$ cat src/design/rcadc_consts.svh
// constants of the rc oscillation converter: register indices, fields, reset values
// assumes inclusion by the package and by the verification files that decode registers
// Function
// - two channels share one counter pair by time division
// - measure resistance or capacitance by counting an oscillator clock
// - two oscillator channels, two counters, mode and control registers
// - reference counter is 24 bits in three bytes, low byte first
// - oscillator counter is 24 bits in three bytes, low byte first
// - counter byte writes load the counter, reads access the counter
// - counter bytes are 8-bit, read/write, zero after reset
// - while running after a write, reads return the written value
// - once stopped, reads return the accumulated count
// - each channel accepts an external oscillation clock as a mode
// - a monitor output follows the active oscillation waveform
// - run bit 0 starts and stops; overflow or reset clears it
// - mode bit 4 picks reference (0) or oscillator (1) overflow interrupt
// - reference counts base clock, oscillator counts rc clock, only while running
// - mode bits 3-0 pick one of eight modes; top bit set is prohibited
`ifndef RCADC_CONSTS_SVH
`define RCADC_CONSTS_SVH

// --------------------------------------------------------------------------
// register indices (byte address is four times the index)
// --------------------------------------------------------------------------
`define RCADC_IDX_REF0      16'hF300
`define RCADC_IDX_REF1      16'hF301
`define RCADC_IDX_REF2      16'hF302
`define RCADC_IDX_OSC0      16'hF304
`define RCADC_IDX_OSC1      16'hF305
`define RCADC_IDX_OSC2      16'hF306
`define RCADC_IDX_MODE      16'hF308
`define RCADC_IDX_CTRL      16'hF309
`define RCADC_IDX_STATUS    16'hF30A
`define RCADC_IDX_IRQ_EN    16'hF30B
`define RCADC_IDX_IRQ_CLR   16'hF30C

// --------------------------------------------------------------------------
// fields and values
// --------------------------------------------------------------------------
`define RCADC_IDX_LSB       2
`define RCADC_IDX_MSB       17
`define RCADC_RUN_BIT       0
`define RCADC_IRQSEL_BIT    4
`define RCADC_OMODE_MSB     3
`define RCADC_ST_OVF        0
`define RCADC_ST_STOP       1
`define RCADC_CNT_MAX       24'hFFFFFF
`define RCADC_REG_RESET     8'h00
`define RCADC_OMODE_EXT0    3'h0
`define RCADC_OMODE_EXT1    3'h7

`endif

$ cat src/design/rcadc_pkg.sv
// types shared by the rc oscillation converter modules
// assumes rcadc_consts.svh sits beside it
`include "rcadc_consts.svh"

package rcadc_pkg;

  // ------------------------------------------------------------------------
  // pin drive group of both oscillator channels
  // ------------------------------------------------------------------------
  typedef struct packed {
    logic ch0_ref_cap_pin;
    logic ch0_ref_res_pin;
    logic ch0_sensor_res_pin;
    logic ch0_sensor_rc_pin;
    logic ch1_ref_cap_pin;
    logic ch1_ref_res_pin;
    logic ch1_sensor_res_pin;
  } rcadc_pins_s;

  typedef struct packed {
    logic s1;
    logic s2;
    logic prev;
  } rcadc_sync_st_s;

  typedef struct packed {
    logic [23:0] hold_ref;
    logic [23:0] hold_osc;
    logic        held_ref;
    logic        held_osc;
    logic [7:0]  mode;
    logic [7:0]  ctrl;
    logic [1:0]  status;
    logic [1:0]  irq_en;
    logic        pready;
    logic        pslverr;
    logic [31:0] prdata;
    logic        irq;
    logic        mon;
    rcadc_pins_s pins;
  } rcadc_top_st_s;

endpackage : rcadc_pkg

$ cat src/design/rcadc_top.sv
// rc oscillation converter core: apb registers, two counters, mode decode
// assumes the analogue oscillator network drives rc_osc_clock and that
// every clock-like input is asynchronous to pclk
module rcadc_top
  import rcadc_pkg::*;
(
  input  wire logic        pclk,
  input  wire logic        presetn,
  input  wire logic        clk_en,
  input  wire logic        psel,
  input  wire logic        penable,
  input  wire logic        pwrite,
  input  wire logic [17:0] paddr,
  input  wire logic [31:0] pwdata,
  output logic      [31:0] prdata,
  output logic             pready,
  output logic             pslverr,
  input  wire logic        base_count_clock,
  input  wire logic        rc_osc_clock,
  input  wire logic        ch0_ext_clock_in,
  input  wire logic        ch1_ext_clock_in,
  output logic             osc_monitor_out,
  output rcadc_pins_s      osc_pins,
  output logic             converter_irq
);

  // --------------------------------------------------------------------------
  // functions
  // --------------------------------------------------------------------------
  function automatic logic is_prohibited(input logic [7:0] m);
    return m[`RCADC_OMODE_MSB];
  endfunction : is_prohibited

  // which oscillator pins take part in each mode
  function automatic rcadc_pins_s pins_of(input logic [7:0] m, input logic run);
    rcadc_pins_s p;
    p = '0;
    if (run && !is_prohibited(m)) begin
      unique case (m[2:0])
        3'h1: begin
          p.ch0_ref_res_pin = 1'b1;
          p.ch0_ref_cap_pin = 1'b1;
        end
        3'h2: begin
          p.ch0_sensor_res_pin = 1'b1;
          p.ch0_ref_cap_pin    = 1'b1;
        end
        3'h3: begin
          p.ch0_sensor_res_pin = 1'b1;
          p.ch1_sensor_res_pin = 1'b1;
          p.ch0_ref_cap_pin    = 1'b1;
        end
        3'h4: begin
          p.ch0_ref_res_pin   = 1'b1;
          p.ch0_sensor_rc_pin = 1'b1;
        end
        3'h5: begin
          p.ch1_ref_res_pin = 1'b1;
          p.ch1_ref_cap_pin = 1'b1;
        end
        3'h6: begin
          p.ch1_sensor_res_pin = 1'b1;
          p.ch1_ref_cap_pin    = 1'b1;
        end
        default: begin
          p = '0;
        end
      endcase
    end
    return p;
  endfunction : pins_of

  // --------------------------------------------------------------------------
  // byte lane decode
  // --------------------------------------------------------------------------
  // one-hot byte lane of a counter; zero when the index misses all three
  function automatic logic [2:0] lane_of(input logic [15:0] i, input logic [15:0] base);
    logic [2:0] l;
    l = 3'h0;
    for (int b = 0; b < 3; b++) begin
      l[b] = (i == base + 16'(b));
    end
    return l;
  endfunction : lane_of

  // --------------------------------------------------------------------------
  // synchronisers
  // --------------------------------------------------------------------------
  logic base_lvl;
  logic base_rise;
  logic rc_lvl;
  logic rc_rise;
  logic ext0_lvl;
  logic ext0_rise;
  logic ext1_lvl;
  logic ext1_rise;

  // a count lands two to three pclk after an input edge; each level must last two pclk
  rcadc_sync u_sync_base (
    .pclk    (pclk),
    .presetn (presetn),
    .clk_en  (clk_en),
    .d       (base_count_clock),
    .lvl     (base_lvl),
    .rise    (base_rise)
  );

  rcadc_sync u_sync_rc (
    .pclk    (pclk),
    .presetn (presetn),
    .clk_en  (clk_en),
    .d       (rc_osc_clock),
    .lvl     (rc_lvl),
    .rise    (rc_rise)
  );

  rcadc_sync u_sync_ext0 (
    .pclk    (pclk),
    .presetn (presetn),
    .clk_en  (clk_en),
    .d       (ch0_ext_clock_in),
    .lvl     (ext0_lvl),
    .rise    (ext0_rise)
  );

  rcadc_sync u_sync_ext1 (
    .pclk    (pclk),
    .presetn (presetn),
    .clk_en  (clk_en),
    .d       (ch1_ext_clock_in),
    .lvl     (ext1_lvl),
    .rise    (ext1_rise)
  );

  // --------------------------------------------------------------------------
  // state and oscillator select
  // --------------------------------------------------------------------------
  rcadc_top_st_s st_q;
  rcadc_top_st_s st_d;

  logic        run;
  logic        osc_lvl;
  logic        osc_rise;
  logic [15:0] idx;
  logic        wr_acc;
  logic        rd_acc;
  logic [2:0]  wr_ref;
  logic [2:0]  wr_osc;
  logic [23:0] ref_count;
  logic [23:0] osc_count;
  logic        ref_ovf;
  logic        osc_ovf;
  logic        sel_ovf;

  assign run = st_q.ctrl[`RCADC_RUN_BIT];

  // one counter pair serves both channels; the mode picks the source
  always_comb begin
    osc_lvl  = rc_lvl;
    osc_rise = rc_rise;
    if (is_prohibited(st_q.mode)) begin
      osc_lvl  = 1'b0;
      osc_rise = 1'b0;
    end else if (st_q.mode[2:0] == `RCADC_OMODE_EXT0) begin
      osc_lvl  = ext0_lvl;
      osc_rise = ext0_rise;
    end else if (st_q.mode[2:0] == `RCADC_OMODE_EXT1) begin
      osc_lvl  = ext1_lvl;
      osc_rise = ext1_rise;
    end
  end

  // --------------------------------------------------------------------------
  // apb decode: one wait state, writes taken when pready is high, reads in the wait cycle
  // --------------------------------------------------------------------------
  assign idx    = paddr[`RCADC_IDX_MSB:`RCADC_IDX_LSB];
  assign wr_acc = psel && penable && st_q.pready && pwrite;
  assign rd_acc = psel && penable && !st_q.pready && !pwrite;

  always_comb begin
    wr_ref = 3'h0;
    wr_osc = 3'h0;
    if (wr_acc) begin
      wr_ref = lane_of(idx, `RCADC_IDX_REF0);
      wr_osc = lane_of(idx, `RCADC_IDX_OSC0);
    end
  end

  // --------------------------------------------------------------------------
  // counters
  // --------------------------------------------------------------------------
  rcadc_counter u_ref_cnt (
    .pclk    (pclk),
    .presetn (presetn),
    .clk_en  (clk_en),
    .inc     (run && base_rise),
    .wr_en   (wr_ref),
    .wr_byte (pwdata[7:0]),
    .count   (ref_count),
    .ovf     (ref_ovf)
  );

  rcadc_counter u_osc_cnt (
    .pclk    (pclk),
    .presetn (presetn),
    .clk_en  (clk_en),
    .inc     (run && osc_rise),
    .wr_en   (wr_osc),
    .wr_byte (pwdata[7:0]),
    .count   (osc_count),
    .ovf     (osc_ovf)
  );

  // the unselected overflow still stops the run but raises no selected event
  assign sel_ovf = st_q.mode[`RCADC_IRQSEL_BIT] ? osc_ovf : ref_ovf;

  // --------------------------------------------------------------------------
  // next state
  // --------------------------------------------------------------------------
  always_comb begin
    logic [23:0] ref_rd;
    logic [23:0] osc_rd;
    logic        hw_stop;
    logic [1:0]  ev;
    st_d    = st_q;
    ref_rd  = '0;
    osc_rd  = '0;
    hw_stop = 1'b0;
    ev      = 2'h0;

    // held image answers reads while running after a write
    ref_rd = (run && st_q.held_ref) ? st_q.hold_ref : ref_count;
    osc_rd = (run && st_q.held_osc) ? st_q.hold_osc : osc_count;

    // a registered answer keeps every output on a flop, at the cost of one wait state
    st_d.pready  = psel && penable && !st_q.pready;
    st_d.pslverr = 1'b0;
    if (!psel || !penable || st_q.pready) begin
      st_d.prdata = '0;
    end

    // an unmapped index answers with an error, reads zero and changes nothing
    if (psel && penable && !st_q.pready) begin
      unique case (idx)
        `RCADC_IDX_REF0, `RCADC_IDX_REF1, `RCADC_IDX_REF2,
        `RCADC_IDX_OSC0, `RCADC_IDX_OSC1, `RCADC_IDX_OSC2,
        `RCADC_IDX_MODE, `RCADC_IDX_CTRL, `RCADC_IDX_STATUS,
        `RCADC_IDX_IRQ_EN, `RCADC_IDX_IRQ_CLR: begin
          st_d.pslverr = 1'b0;
        end
        default: begin
          st_d.pslverr = 1'b1;
        end
      endcase
    end

    if (rd_acc) begin
      unique case (idx)
        `RCADC_IDX_REF0:   st_d.prdata = {24'h000000, ref_rd[7:0]};
        `RCADC_IDX_REF1:   st_d.prdata = {24'h000000, ref_rd[15:8]};
        `RCADC_IDX_REF2:   st_d.prdata = {24'h000000, ref_rd[23:16]};
        `RCADC_IDX_OSC0:   st_d.prdata = {24'h000000, osc_rd[7:0]};
        `RCADC_IDX_OSC1:   st_d.prdata = {24'h000000, osc_rd[15:8]};
        `RCADC_IDX_OSC2:   st_d.prdata = {24'h000000, osc_rd[23:16]};
        `RCADC_IDX_MODE:   st_d.prdata = {24'h000000, st_q.mode};
        `RCADC_IDX_CTRL:   st_d.prdata = {24'h000000, st_q.ctrl};
        `RCADC_IDX_STATUS: st_d.prdata = {30'h00000000, st_q.status};
        `RCADC_IDX_IRQ_EN: st_d.prdata = {30'h00000000, st_q.irq_en};
        default:           st_d.prdata = '0;
      endcase
    end

    // bytes not written keep what a read shows now, so the image stays coherent
    // counter writes also refresh the image read back during a run
    for (int i = 0; i < 3; i++) begin
      if (wr_ref[i]) begin
        st_d.hold_ref            = ref_rd;
        st_d.hold_ref[i*8 +: 8]  = pwdata[7:0];
        st_d.held_ref            = 1'b1;
      end
      if (wr_osc[i]) begin
        st_d.hold_osc            = osc_rd;
        st_d.hold_osc[i*8 +: 8]  = pwdata[7:0];
        st_d.held_osc            = 1'b1;
      end
    end

    // base clock select bits are stored only; one base input feeds the reference
    if (wr_acc && idx == `RCADC_IDX_MODE) begin
      st_d.mode = pwdata[7:0];
    end
    // only the run bit is kept; the other control bits read back as zero
    if (wr_acc && idx == `RCADC_IDX_CTRL) begin
      st_d.ctrl = {7'h00, pwdata[`RCADC_RUN_BIT]};
    end
    if (wr_acc && idx == `RCADC_IDX_IRQ_EN) begin
      st_d.irq_en = pwdata[1:0];
    end
    if (wr_acc && idx == `RCADC_IDX_IRQ_CLR) begin
      st_d.status = st_q.status & ~pwdata[1:0];
    end

    // overflow stops the run; it wins over a software start in that cycle
    if (run && (ref_ovf || osc_ovf)) begin
      st_d.ctrl[`RCADC_RUN_BIT] = 1'b0;
      hw_stop                   = 1'b1;
    end

    // a finished run releases the held images
    if (!st_d.ctrl[`RCADC_RUN_BIT] && run) begin
      st_d.held_ref = 1'b0;
      st_d.held_osc = 1'b0;
    end

    // events set sticky bits; a set beats a clear in the same cycle
    ev[`RCADC_ST_OVF]  = run && sel_ovf;
    ev[`RCADC_ST_STOP] = hw_stop;
    st_d.status = st_d.status | ev;

    // irq and monitor use next state, so they move in the same edge as status and run
    st_d.irq  = |(st_d.status & st_d.irq_en);
    st_d.mon  = st_d.ctrl[`RCADC_RUN_BIT] && osc_lvl;
    st_d.pins = pins_of(st_d.mode, st_d.ctrl[`RCADC_RUN_BIT]);
  end

  // --------------------------------------------------------------------------
  // state register
  // --------------------------------------------------------------------------
  always_ff @(posedge pclk or negedge presetn) begin
    if (!presetn) begin
      st_q <= '0;
    end else if (clk_en) begin
      st_q <= st_d;
    end
  end

  assign prdata          = st_q.prdata;
  assign pready          = st_q.pready;
  assign pslverr         = st_q.pslverr;
  assign converter_irq   = st_q.irq;
  assign osc_monitor_out = st_q.mon;
  assign osc_pins        = st_q.pins;

endmodule : rcadc_top

$ cat src/design/rcadc_sync.sv
// two-flop synchroniser with rising edge detect
// assumes d is asynchronous to pclk
module rcadc_sync
  import rcadc_pkg::*;
(
  input  wire logic pclk,
  input  wire logic presetn,
  input  wire logic clk_en,
  input  wire logic d,
  output logic      lvl,
  output logic      rise
);

  rcadc_sync_st_s st_q;
  rcadc_sync_st_s st_d;

  // first flop feeds only the second; edges are found on the second
  always_comb begin
    st_d      = st_q;
    st_d.s1   = d;
    st_d.s2   = st_q.s1;
    st_d.prev = st_q.s2;
  end

  always_ff @(posedge pclk or negedge presetn) begin
    if (!presetn) begin
      st_q <= '0;
    end else if (clk_en) begin
      st_q <= st_d;
    end
  end

  assign lvl  = st_q.s2;
  assign rise = st_q.s2 & ~st_q.prev;

endmodule : rcadc_sync

$ cat src/design/rcadc_counter.sv
// 24-bit counter with per-byte load and overflow pulse
// assumes inc and the write strobes come from pclk logic
module rcadc_counter
  import rcadc_pkg::*;
(
  input  wire logic        pclk,
  input  wire logic        presetn,
  input  wire logic        clk_en,
  input  wire logic        inc,
  input  wire logic [2:0]  wr_en,
  input  wire logic [7:0]  wr_byte,
  output logic      [23:0] count,
  output logic             ovf
);

  logic [23:0] cnt_q;
  logic [23:0] cnt_d;

  // a loaded byte wins over a count in the same cycle; bytes not written still take the count
  always_comb begin
    cnt_d = cnt_q;
    if (inc) begin
      cnt_d = cnt_q + 24'h000001;
    end
    for (int i = 0; i < 3; i++) begin
      if (wr_en[i]) begin
        cnt_d[i*8 +: 8] = wr_byte;
      end
    end
  end

  always_ff @(posedge pclk or negedge presetn) begin
    if (!presetn) begin
      cnt_q <= '0;
    end else if (clk_en) begin
      cnt_q <= cnt_d;
    end
  end

  assign count = cnt_q;
  assign ovf   = inc && (cnt_q == `RCADC_CNT_MAX) && (wr_en == 3'h0);

endmodule : rcadc_counter

$ cat config.mk
export PLATFORM = sky130hd
export DESIGN_NAME = rcadc_top
export DESIGN_NICKNAME = d
export VERILOG_FILES = /design/src/design/rcadc_pkg.sv /design/src/design/rcadc_top.sv /design/src/design/rcadc_sync.sv /design/src/design/rcadc_counter.sv
export VERILOG_INCLUDE_DIRS = /design/src /design/src/design
export SDC_FILE = /design/constraint.sdc
export NUM_CORES = 1
export LEC_CHECK = 0
export ABC_CLOCK_PERIOD_IN_PS = 3500
export BUFFER_PORTS_ARGS = -buffer_cell sky130_fd_sc_hd__clkbuf_2
export CAP_MARGIN = 0
export CORE_MARGIN = 2
export CORE_UTILIZATION = 35
export DETAILED_ROUTE_END_ITERATION = 6
export PLACE_DENSITY_LB_ADDON = 0.08
export SYNTH_ARGS = -nofsm -noshare
export SYNTH_HDL_FRONTEND = slang
export SYNTH_HIERARCHICAL = 1
export SYNTH_SLANG_ARGS = --single-unit
export TNS_END_PERCENT = 100
$ cat constraint.sdc
create_clock -name pclk -period 3.5 [get_ports pclk]
set_input_delay 0.35 -clock pclk [delete_from_list [all_inputs] [get_ports pclk]]
set_output_delay 0.35 -clock pclk [all_outputs]
set_load 0.02 [all_outputs]
==> run_results.csv, run 1 <==
group,metric,value,unit
clocking,cts_setup_buffers,0,
die,die_h,166,microns
cells_and_area,diodes,0,
clocking,clk_pin_slew,0.07,ns
global_routing,grt_pass1_wl,50400,microns
route,route.detailed.drc,0,
sta,worst_slew_pin_slew,1.22,ns
place,dp_slack,0.0564,ns
setup_path,critical_path_buf_inv_count,3,
sta,finalCritPeriodShare,89.1,%
yosys,syn_area,9220,sq um
sta,report.final.slew_viol_count,0,
setup_path,reg2reg_depth,14,
yosys,ys_seq_area_share,38.6,%
setup_path,slowest_stage,"a2111oi_2",
route,drtAntennaViolNets,0,
clocking,cts_tree,"done",
clocking,postCtsHoldBufs,0,
die,io_pins,103,
sta,fin_crit,3.12,ns
sta,worst_slack,0.382,ns
route,totalWireLength,32100,microns
setup_path,crit_top_cell,"nor2_1",
yosys,synth_cells,1070,
sta,maxSlewHeadroom,18.1,%
place,gp_congestion,0.873,
setup_path,r2r-start,"st_q[55]",
global_routing,grt_pass1_vias,8153,
setup_path,crit_fanout,8,
sta,setup_violations,0,
setup_path,required,3.80,ns
global_routing,grt_max_degree,100,
yosys,syn_area_per_cell,8.61,sq um
sta,finalClockSkew,0.0105,ns
cells_and_area,drive_gt1_share,16.6,%
clocking,cts_made_buffers,17,
yosys,ys_seq_elements,142,
die,start_util,35.5,%
setup_path,end_kind,"flop",
sta,setup_tns,0,ns
global_routing,antenna_found_initial,0,
yosys,synth_warnings,6,
setup_path,critPathTopFamily,"compound AO/OA/AOI/OAI gates",
cells_and_area,area_growth,13.7,%
yosys,synth_edf_count,0,
sta,hold_violations,0,
yosys,synth_cell_types,84,
clocking,clockBufferDepth,2,
setup_path,rrSetupSlack,0.38,ns
sta,fmax,0.321,GHz
die,die_w,166,microns
setup_path,crit_type,"reg -> reg",
setup_path,critPathMaxStageDelay,0.43,ns
clocking,cts_num_sinks,142,
status,outcome,"finished, final reports clean",
power,powerDensity,404,nW/um^2
route,drt-pass1-iter-count,5,
cells_and_area,seq_area,3550,sq um
run,max-cap-violations,0,
clocking,clock_tree.root_cell,"clkbuf_16",
clocking,htree_levels,4,
global_routing,grt_overflow,0,
yosys,ys.flop_type,"dfrtp_1",
setup_path,startpoint_type,"flop",
worst_hold_path,worstHoldPathType,"in -> async",
die,core_area,26000,sq um
route,vias_per_cell,5.92,
place,port_buffers,52,
setup_path,arrival,3.42,ns
sta,grt_setup_unrepaired,"false",
route,detail_route.iter0.violations,939,
die,die_area,27700,sq um
clocking,insertion_delay,0.43,ns
die,rows,59,
cells_and_area,num-fill-cells,2653,
global_routing,grtUsageTotal,23.3,%
setup_path,crit_path_cell_trace,"nor2_1 > nor2_1 > nor2_1 > a221oi_1 > a2111oi_2 > buf_4 > inv_1 > nor3_1 > buf_4 > and4b_1 > o21ai_0 > o2111a_1 > o21ai_0 > o2bb2ai_1",
cells_and_area,nets,1177,
route,wire_per_inst,21.9,microns
place,hpwl,21800,microns
cells_and_area,multi_input_area,5110,sq um
yosys,synthArstFlopShare,100,%
power,vdd_drop_max,0.288,mV
power,leakagePower,4.44,nW
route,vias,8654,
clocking,post_cts_resized,0,
cells_and_area,finish.utilization,40.3,%
setup_path,worstReg2RegEnd,"osc_pins[3]",
where the power goes:
part | internal [mW] | switching (mW)
Sequential | 1.70 | 0.0916
Clock | 1.20 | 0.807
Combinational | 0.144 | 0.291
Total | 3.05 | 1.19
synthesized netlist by cell type (6+ instances only):
cell | count | area share, %
o22ai_1 | 51 | 3.5
o2bb2ai_1 | 10 | 0.95
clkbuf_1 | 42 | 1.7
mux2_2 | 25 | 3.1
buf_1 | 9 | 0.37
a31oi_1 | 15 | 1.0
a311oi_1 | 8 | 0.76
nor3b_1 | 8 | 0.65
o21ai_0 | 67 | 3.6
dfrtp_1 | 142 | 39
a211oi_1 | 6 | 0.49
a21oi_1 | 63 | 3.4
nand2_1 | 108 | 4.4
nand3_1 | 37 | 2.0
nor2b_1 | 12 | 0.81
a2bb2oi_1 | 9 | 0.86
nand2b_1 | 12 | 0.81
nor3_1 | 32 | 1.7
buf_2 | 7 | 0.38
nand4_1 | 29 | 2.0
and4_1 | 8 | 0.76
nor4b_1 | 6 | 0.57
a22oi_1 | 13 | 1.1
and3_1 | 13 | 0.88
nor2_1 | 85 | 3.5
buf_4 | 40 | 3.3
mux2i_1 | 49 | 5.3
nor4_1 | 27 | 1.8
or3_1 | 12 | 0.81
inv_1 | 23 | 0.94
registers in the layout (all words and copies together), names as in the netlist, 7 cells and up:
| register | cells |
|---|---|
| st_q | 62 |
| u_osc_cnt/count | 24 |
| u_ref_cnt/count | 24 |
| prdata | 8 |
| osc_pins | 7 |
layout make-up:
type                    count  area share [%]
flip-flops and latches    142            33.9
clock buffers              20            4.17
well taps                 335            4.00
inverters                  24           0.860
repair buffers            104            6.51
multi-input cells         826            48.8
clock inverters            12            1.77
metal layers:
layer | track usage [%] | wire length, microns | vias to the layer above
li1 | - | - | 4054
met1 | 35.7 | 15900 | 4253
met2 | 33.7 | 13700 | 305
met3 | 3.62 | 1710 | 42
met4 | 6.82 | 765 | 0
met5 | 0 | 0 | -
worst max-delay path by stage:
stage | slack [ns] | endpoint | startpoint | depth (start not counted)
after CTS | 0.28 | converter_irq | u_sync_rc/lvl | 14
after global placement | 0.11 | osc_monitor_out | paddr[7] | 11
after detailed placement | 0.06 | osc_monitor_out | paddr[7] | 11
after global routing | 0.03 | converter_irq | st_q[55] | 14
final | 0.38 | osc_pins[3] | st_q[55] | 14
after floorplan | 0.08 | osc_pins[6] | paddr[13] | 12
cell families after synthesis:
kind of cell	Yosys count	synth area share [%]
AO/OA/AOI/OAI	296	20.9
XOR/XNOR	4	0.380
adder cells (fa/ha/maj)	2	0.271
buffers and inverters	125	7.06
flip-flops	142	38.6
multiplexers	74	8.38
other	1	0.0407
AND/OR/NAND/NOR	426	24.5
metrics by stage:
| step | hold WS (ns) | cell area, sq um | total power [mW] | instances |
|---|---|---|---|---|
| 6_report | 0.0218 | 10500 | 4.24 | 1463 |
| 5_1_grt | 0.114 | 10500 | 4.40 | 1463 |
| 4_1_cts | 0.0951 | 10500 | 4.27 | 1463 |
| 3_5_place_dp | 0.456 | 9850 | 2.26 | 1431 |
| 3_3_place_gp | 0.449 | 9850 | 2.25 | 1431 |
| 2_1_floorplan | 0.0544 | 9310 | 2.05 | 1093 |
placed cells by master (no fill, tap or decap), types with 15 or more instances in the layout:
master and count:
inv_1 23, nand2_1 108, nand4_1 29, o22ai_1 51, buf_4 50, clkbuf_16 17, clkbuf_2 51, nor3_1 31
a31oi_1 15, mux2_2 25, mux2i_1 49, conb_1 24, nor4_1 27, nor2_1 85, dfrtp_1 142, nand3_1 37
a21oi_1 63, o21ai_0 67
Power figures use the tool's default switching activity.
==> inputs of run 2 (changes only) <==
--- a/config.mk
+++ b/config.mk
@@ -11,6 +11,7 @@
 export CAP_MARGIN = 0
 export CORE_MARGIN = 2
 export CORE_UTILIZATION = 35
+export CTS_BUF_LIST = sky130_fd_sc_hd__clkbuf_4 sky130_fd_sc_hd__clkbuf_8 sky130_fd_sc_hd__clkbuf_16
 export DETAILED_ROUTE_END_ITERATION = 6
 export PLACE_DENSITY_LB_ADDON = 0.08
 export SYNTH_ARGS = -nofsm -noshare
==> run_results.csv, run 2 (synthesis results as in run 1) <==
group,metric,value,unit
status,outcome,"finished, final reports clean",
cells_and_area,drive_gt1_share,16.8,%
die,start_util,35.5,%
sta,grt_setup_unrepaired,"false",
setup_path,crit_path_cell_trace,"nor2_1 > nor2_1 > nor2_1 > a221oi_1 > a2111oi_2 > buf_4 > inv_1 > nor3_1 > buf_4 > and4b_1 > o21ai_0 > o2111a_1 > o21ai_0 > o2bb2ai_1",
route,drtAntennaViolNets,0,
setup_path,slowest_stage,"a2111oi_2",
power,vdd_drop_max,0.287,mV
route,vias_per_cell,5.91,
sta,setup_tns,0,ns
clocking,clock_tree.root_cell,"clkbuf_16",
cells_and_area,nets,1177,
place,numPlacedInstances,1431,
place,gp_congestion,0.873,
power,switching_share,27.9,%
place,hpwl,21800,microns
setup_path,crit_fanout,8,
sta,setup_violations,0,
clocking,insertion_delay,0.43,ns
sta,worst_slew_pin_slew,1.24,ns
route,wire_per_inst,22.0,microns
sta,report.final.slew_viol_count,0,
setup_path,critPathMaxStageDelay,0.44,ns
power,p_int,3.07,mW
cells_and_area,largest_reg_flops,62,
power,powerDensity,406,nW/um^2
sta,worst_hold_slack,0.0187,ns
route,totalWireLength,32200,microns
route,route.detailed.drc,0,
sta,fin_crit,3.13,ns
setup_path,crit_top_cell,"nor2_1",
sta,fmax,0.320,GHz
global_routing,use_met3,3.62,%
global_routing,grt_busiest_layer,"met1",
power,leakagePower,4.45,nW
setup_path,crit_type,"reg -> reg",
global_routing,grt_overflow,0,
clocking,cts_setup_buffers,0,
power,power,4.26,mW
global_routing,grt_use_met2,33.6,%
setup_path,critPathTopFamily,"compound AO/OA/AOI/OAI gates",
global_routing,grtUsageTotal,23.3,%
die,die_h,166,microns
route,detail_route.iter0.violations,924,
run,max-cap-violations,0,
die,die_area,27700,sq um
sta,finalClockSkew,0.00958,ns
power,power.clock.fraction,47.7,%
cells_and_area,final_cell_mix,"dfrtp_1 (142), nand2_1 (108), nor2_1 (85)",
route,vias,8649,
die,core_area,26000,sq um
clocking,cts_made_buffers,17,
cells_and_area,area_growth,13.8,%
clocking,cts_num_sinks,142,
place,port_buffers,52,
setup_path,arrival,3.43,ns
cells_and_area,final_common_cell,"dfrtp_1",
setup_path,required,3.80,ns
die,io_pins,103,
die,rows,59,
global_routing,grt_pass1_wl,50400,microns
sta,maxSlewHeadroom,16.5,%
cells_and_area,finalNonFillerCells,1463,
setup_path,end_kind,"flop",
die,die_w,166,microns
cells_and_area,diodes,0,
global_routing,met1_usage,35.8,%
clocking,cts_tree,"done",
sta,hold_violations,0,
route,drt-pass1-iter-count,5,
power,power_frac_seq,42.1,%
power,p_sw,1.19,mW
worst_hold_path,worstHoldPathType,"in -> async",
sta,finalCritPeriodShare,89.4,%
global_routing,grt_max_degree,100,
clocking,htree_levels,4,
setup_path,critical_path_buf_inv_count,3,
setup_path,rrSetupSlack,0.37,ns
cells_and_area,largest_register,"st_q",
global_routing,grt_pass1_vias,8151,
setup_path,startpoint_type,"flop",
clocking,clk_pin_slew,0.07,ns
global_routing,antenna_found_initial,0,
clocking,clockBufferDepth,2,
power,combPwrFrac,10.2,%
-- run 2: area by class of cell --
type                       instances  area (sq um)
clock inverter                    12           185
sequential                       142          3550
tap                              335           419
clock buffer                      20           448
inverter                          24          90.1
multi-input combinational        826          5110
fill                            2649         15500
timing repair buffer             104           682
-- run 2: power by group through the flow --
stage / logic [mW] / registers, mW / clock network, mW
after CTS: 0.437 / 1.79 / 2.06
after detailed placement: 0.435 / 1.82 / 0
after global routing: 0.486 / 1.80 / 2.14
after global placement: 0.430 / 1.82 / 0
final: 0.436 / 1.79 / 2.03
after floorplan: 0.253 / 1.79 / 0
-- run 2: worst reg2reg max path, stage by stage, from the launching register on --
cell and delay [ns]:
dfrtp_1 0.41, nor2_1 0.23, nor2_1 0.07, nor2_1 0.09, a221oi_1 0.06, a2111oi_2 0.44
buf_4 0.25, inv_1 0.08, nor3_1 0.24, buf_4 0.15, and4b_1 0.30, o21ai_0 0.19
o2111a_1 0.21, o21ai_0 0.17, o2bb2ai_1 0.12
-- run 2: final timing paths --
path | from | depth (start not counted) | to
min in group pclk | base_count_clock | 2 | u_sync_base/st_d[1]
max in group asynchronous | presetn | 2 | st_q[64]
hold reg to reg | st_q[95] | 2 | st_q[95]
setup / recovery | st_q[55] | 14 | osc_pins[3]
hold / removal | presetn | 1 | u_osc_cnt/count[2]
setup reg to reg | st_q[55] | 14 | osc_pins[3]
-- run 2: per-stage QoR --
step	util (%)	area [sq um]	setup slack, ns
finish	40.4	10500	0.372
global route	40.4	10500	0.0271
CTS	40.3	10500	0.285
detailed placement	37.9	9850	0.0564
global placement	37.9	9850	0.108
floorplan	-	9310	0.0825
-- run 2: what timing repair did --
item | in CTS | in global routing
gates resized for setup | 0 | 1
hold buffers | 0 | 0
endpoints found under the setup margin | 0 | 2
-- run 2: layer usage --
metal,up-vias,share of wire [%],wire [microns]
met5,-,0,0
met4,0,2.4,757
met3,43,5.0,1610
met2,283,43,13800
met1,4267,50,16000
li1,4056,-,-
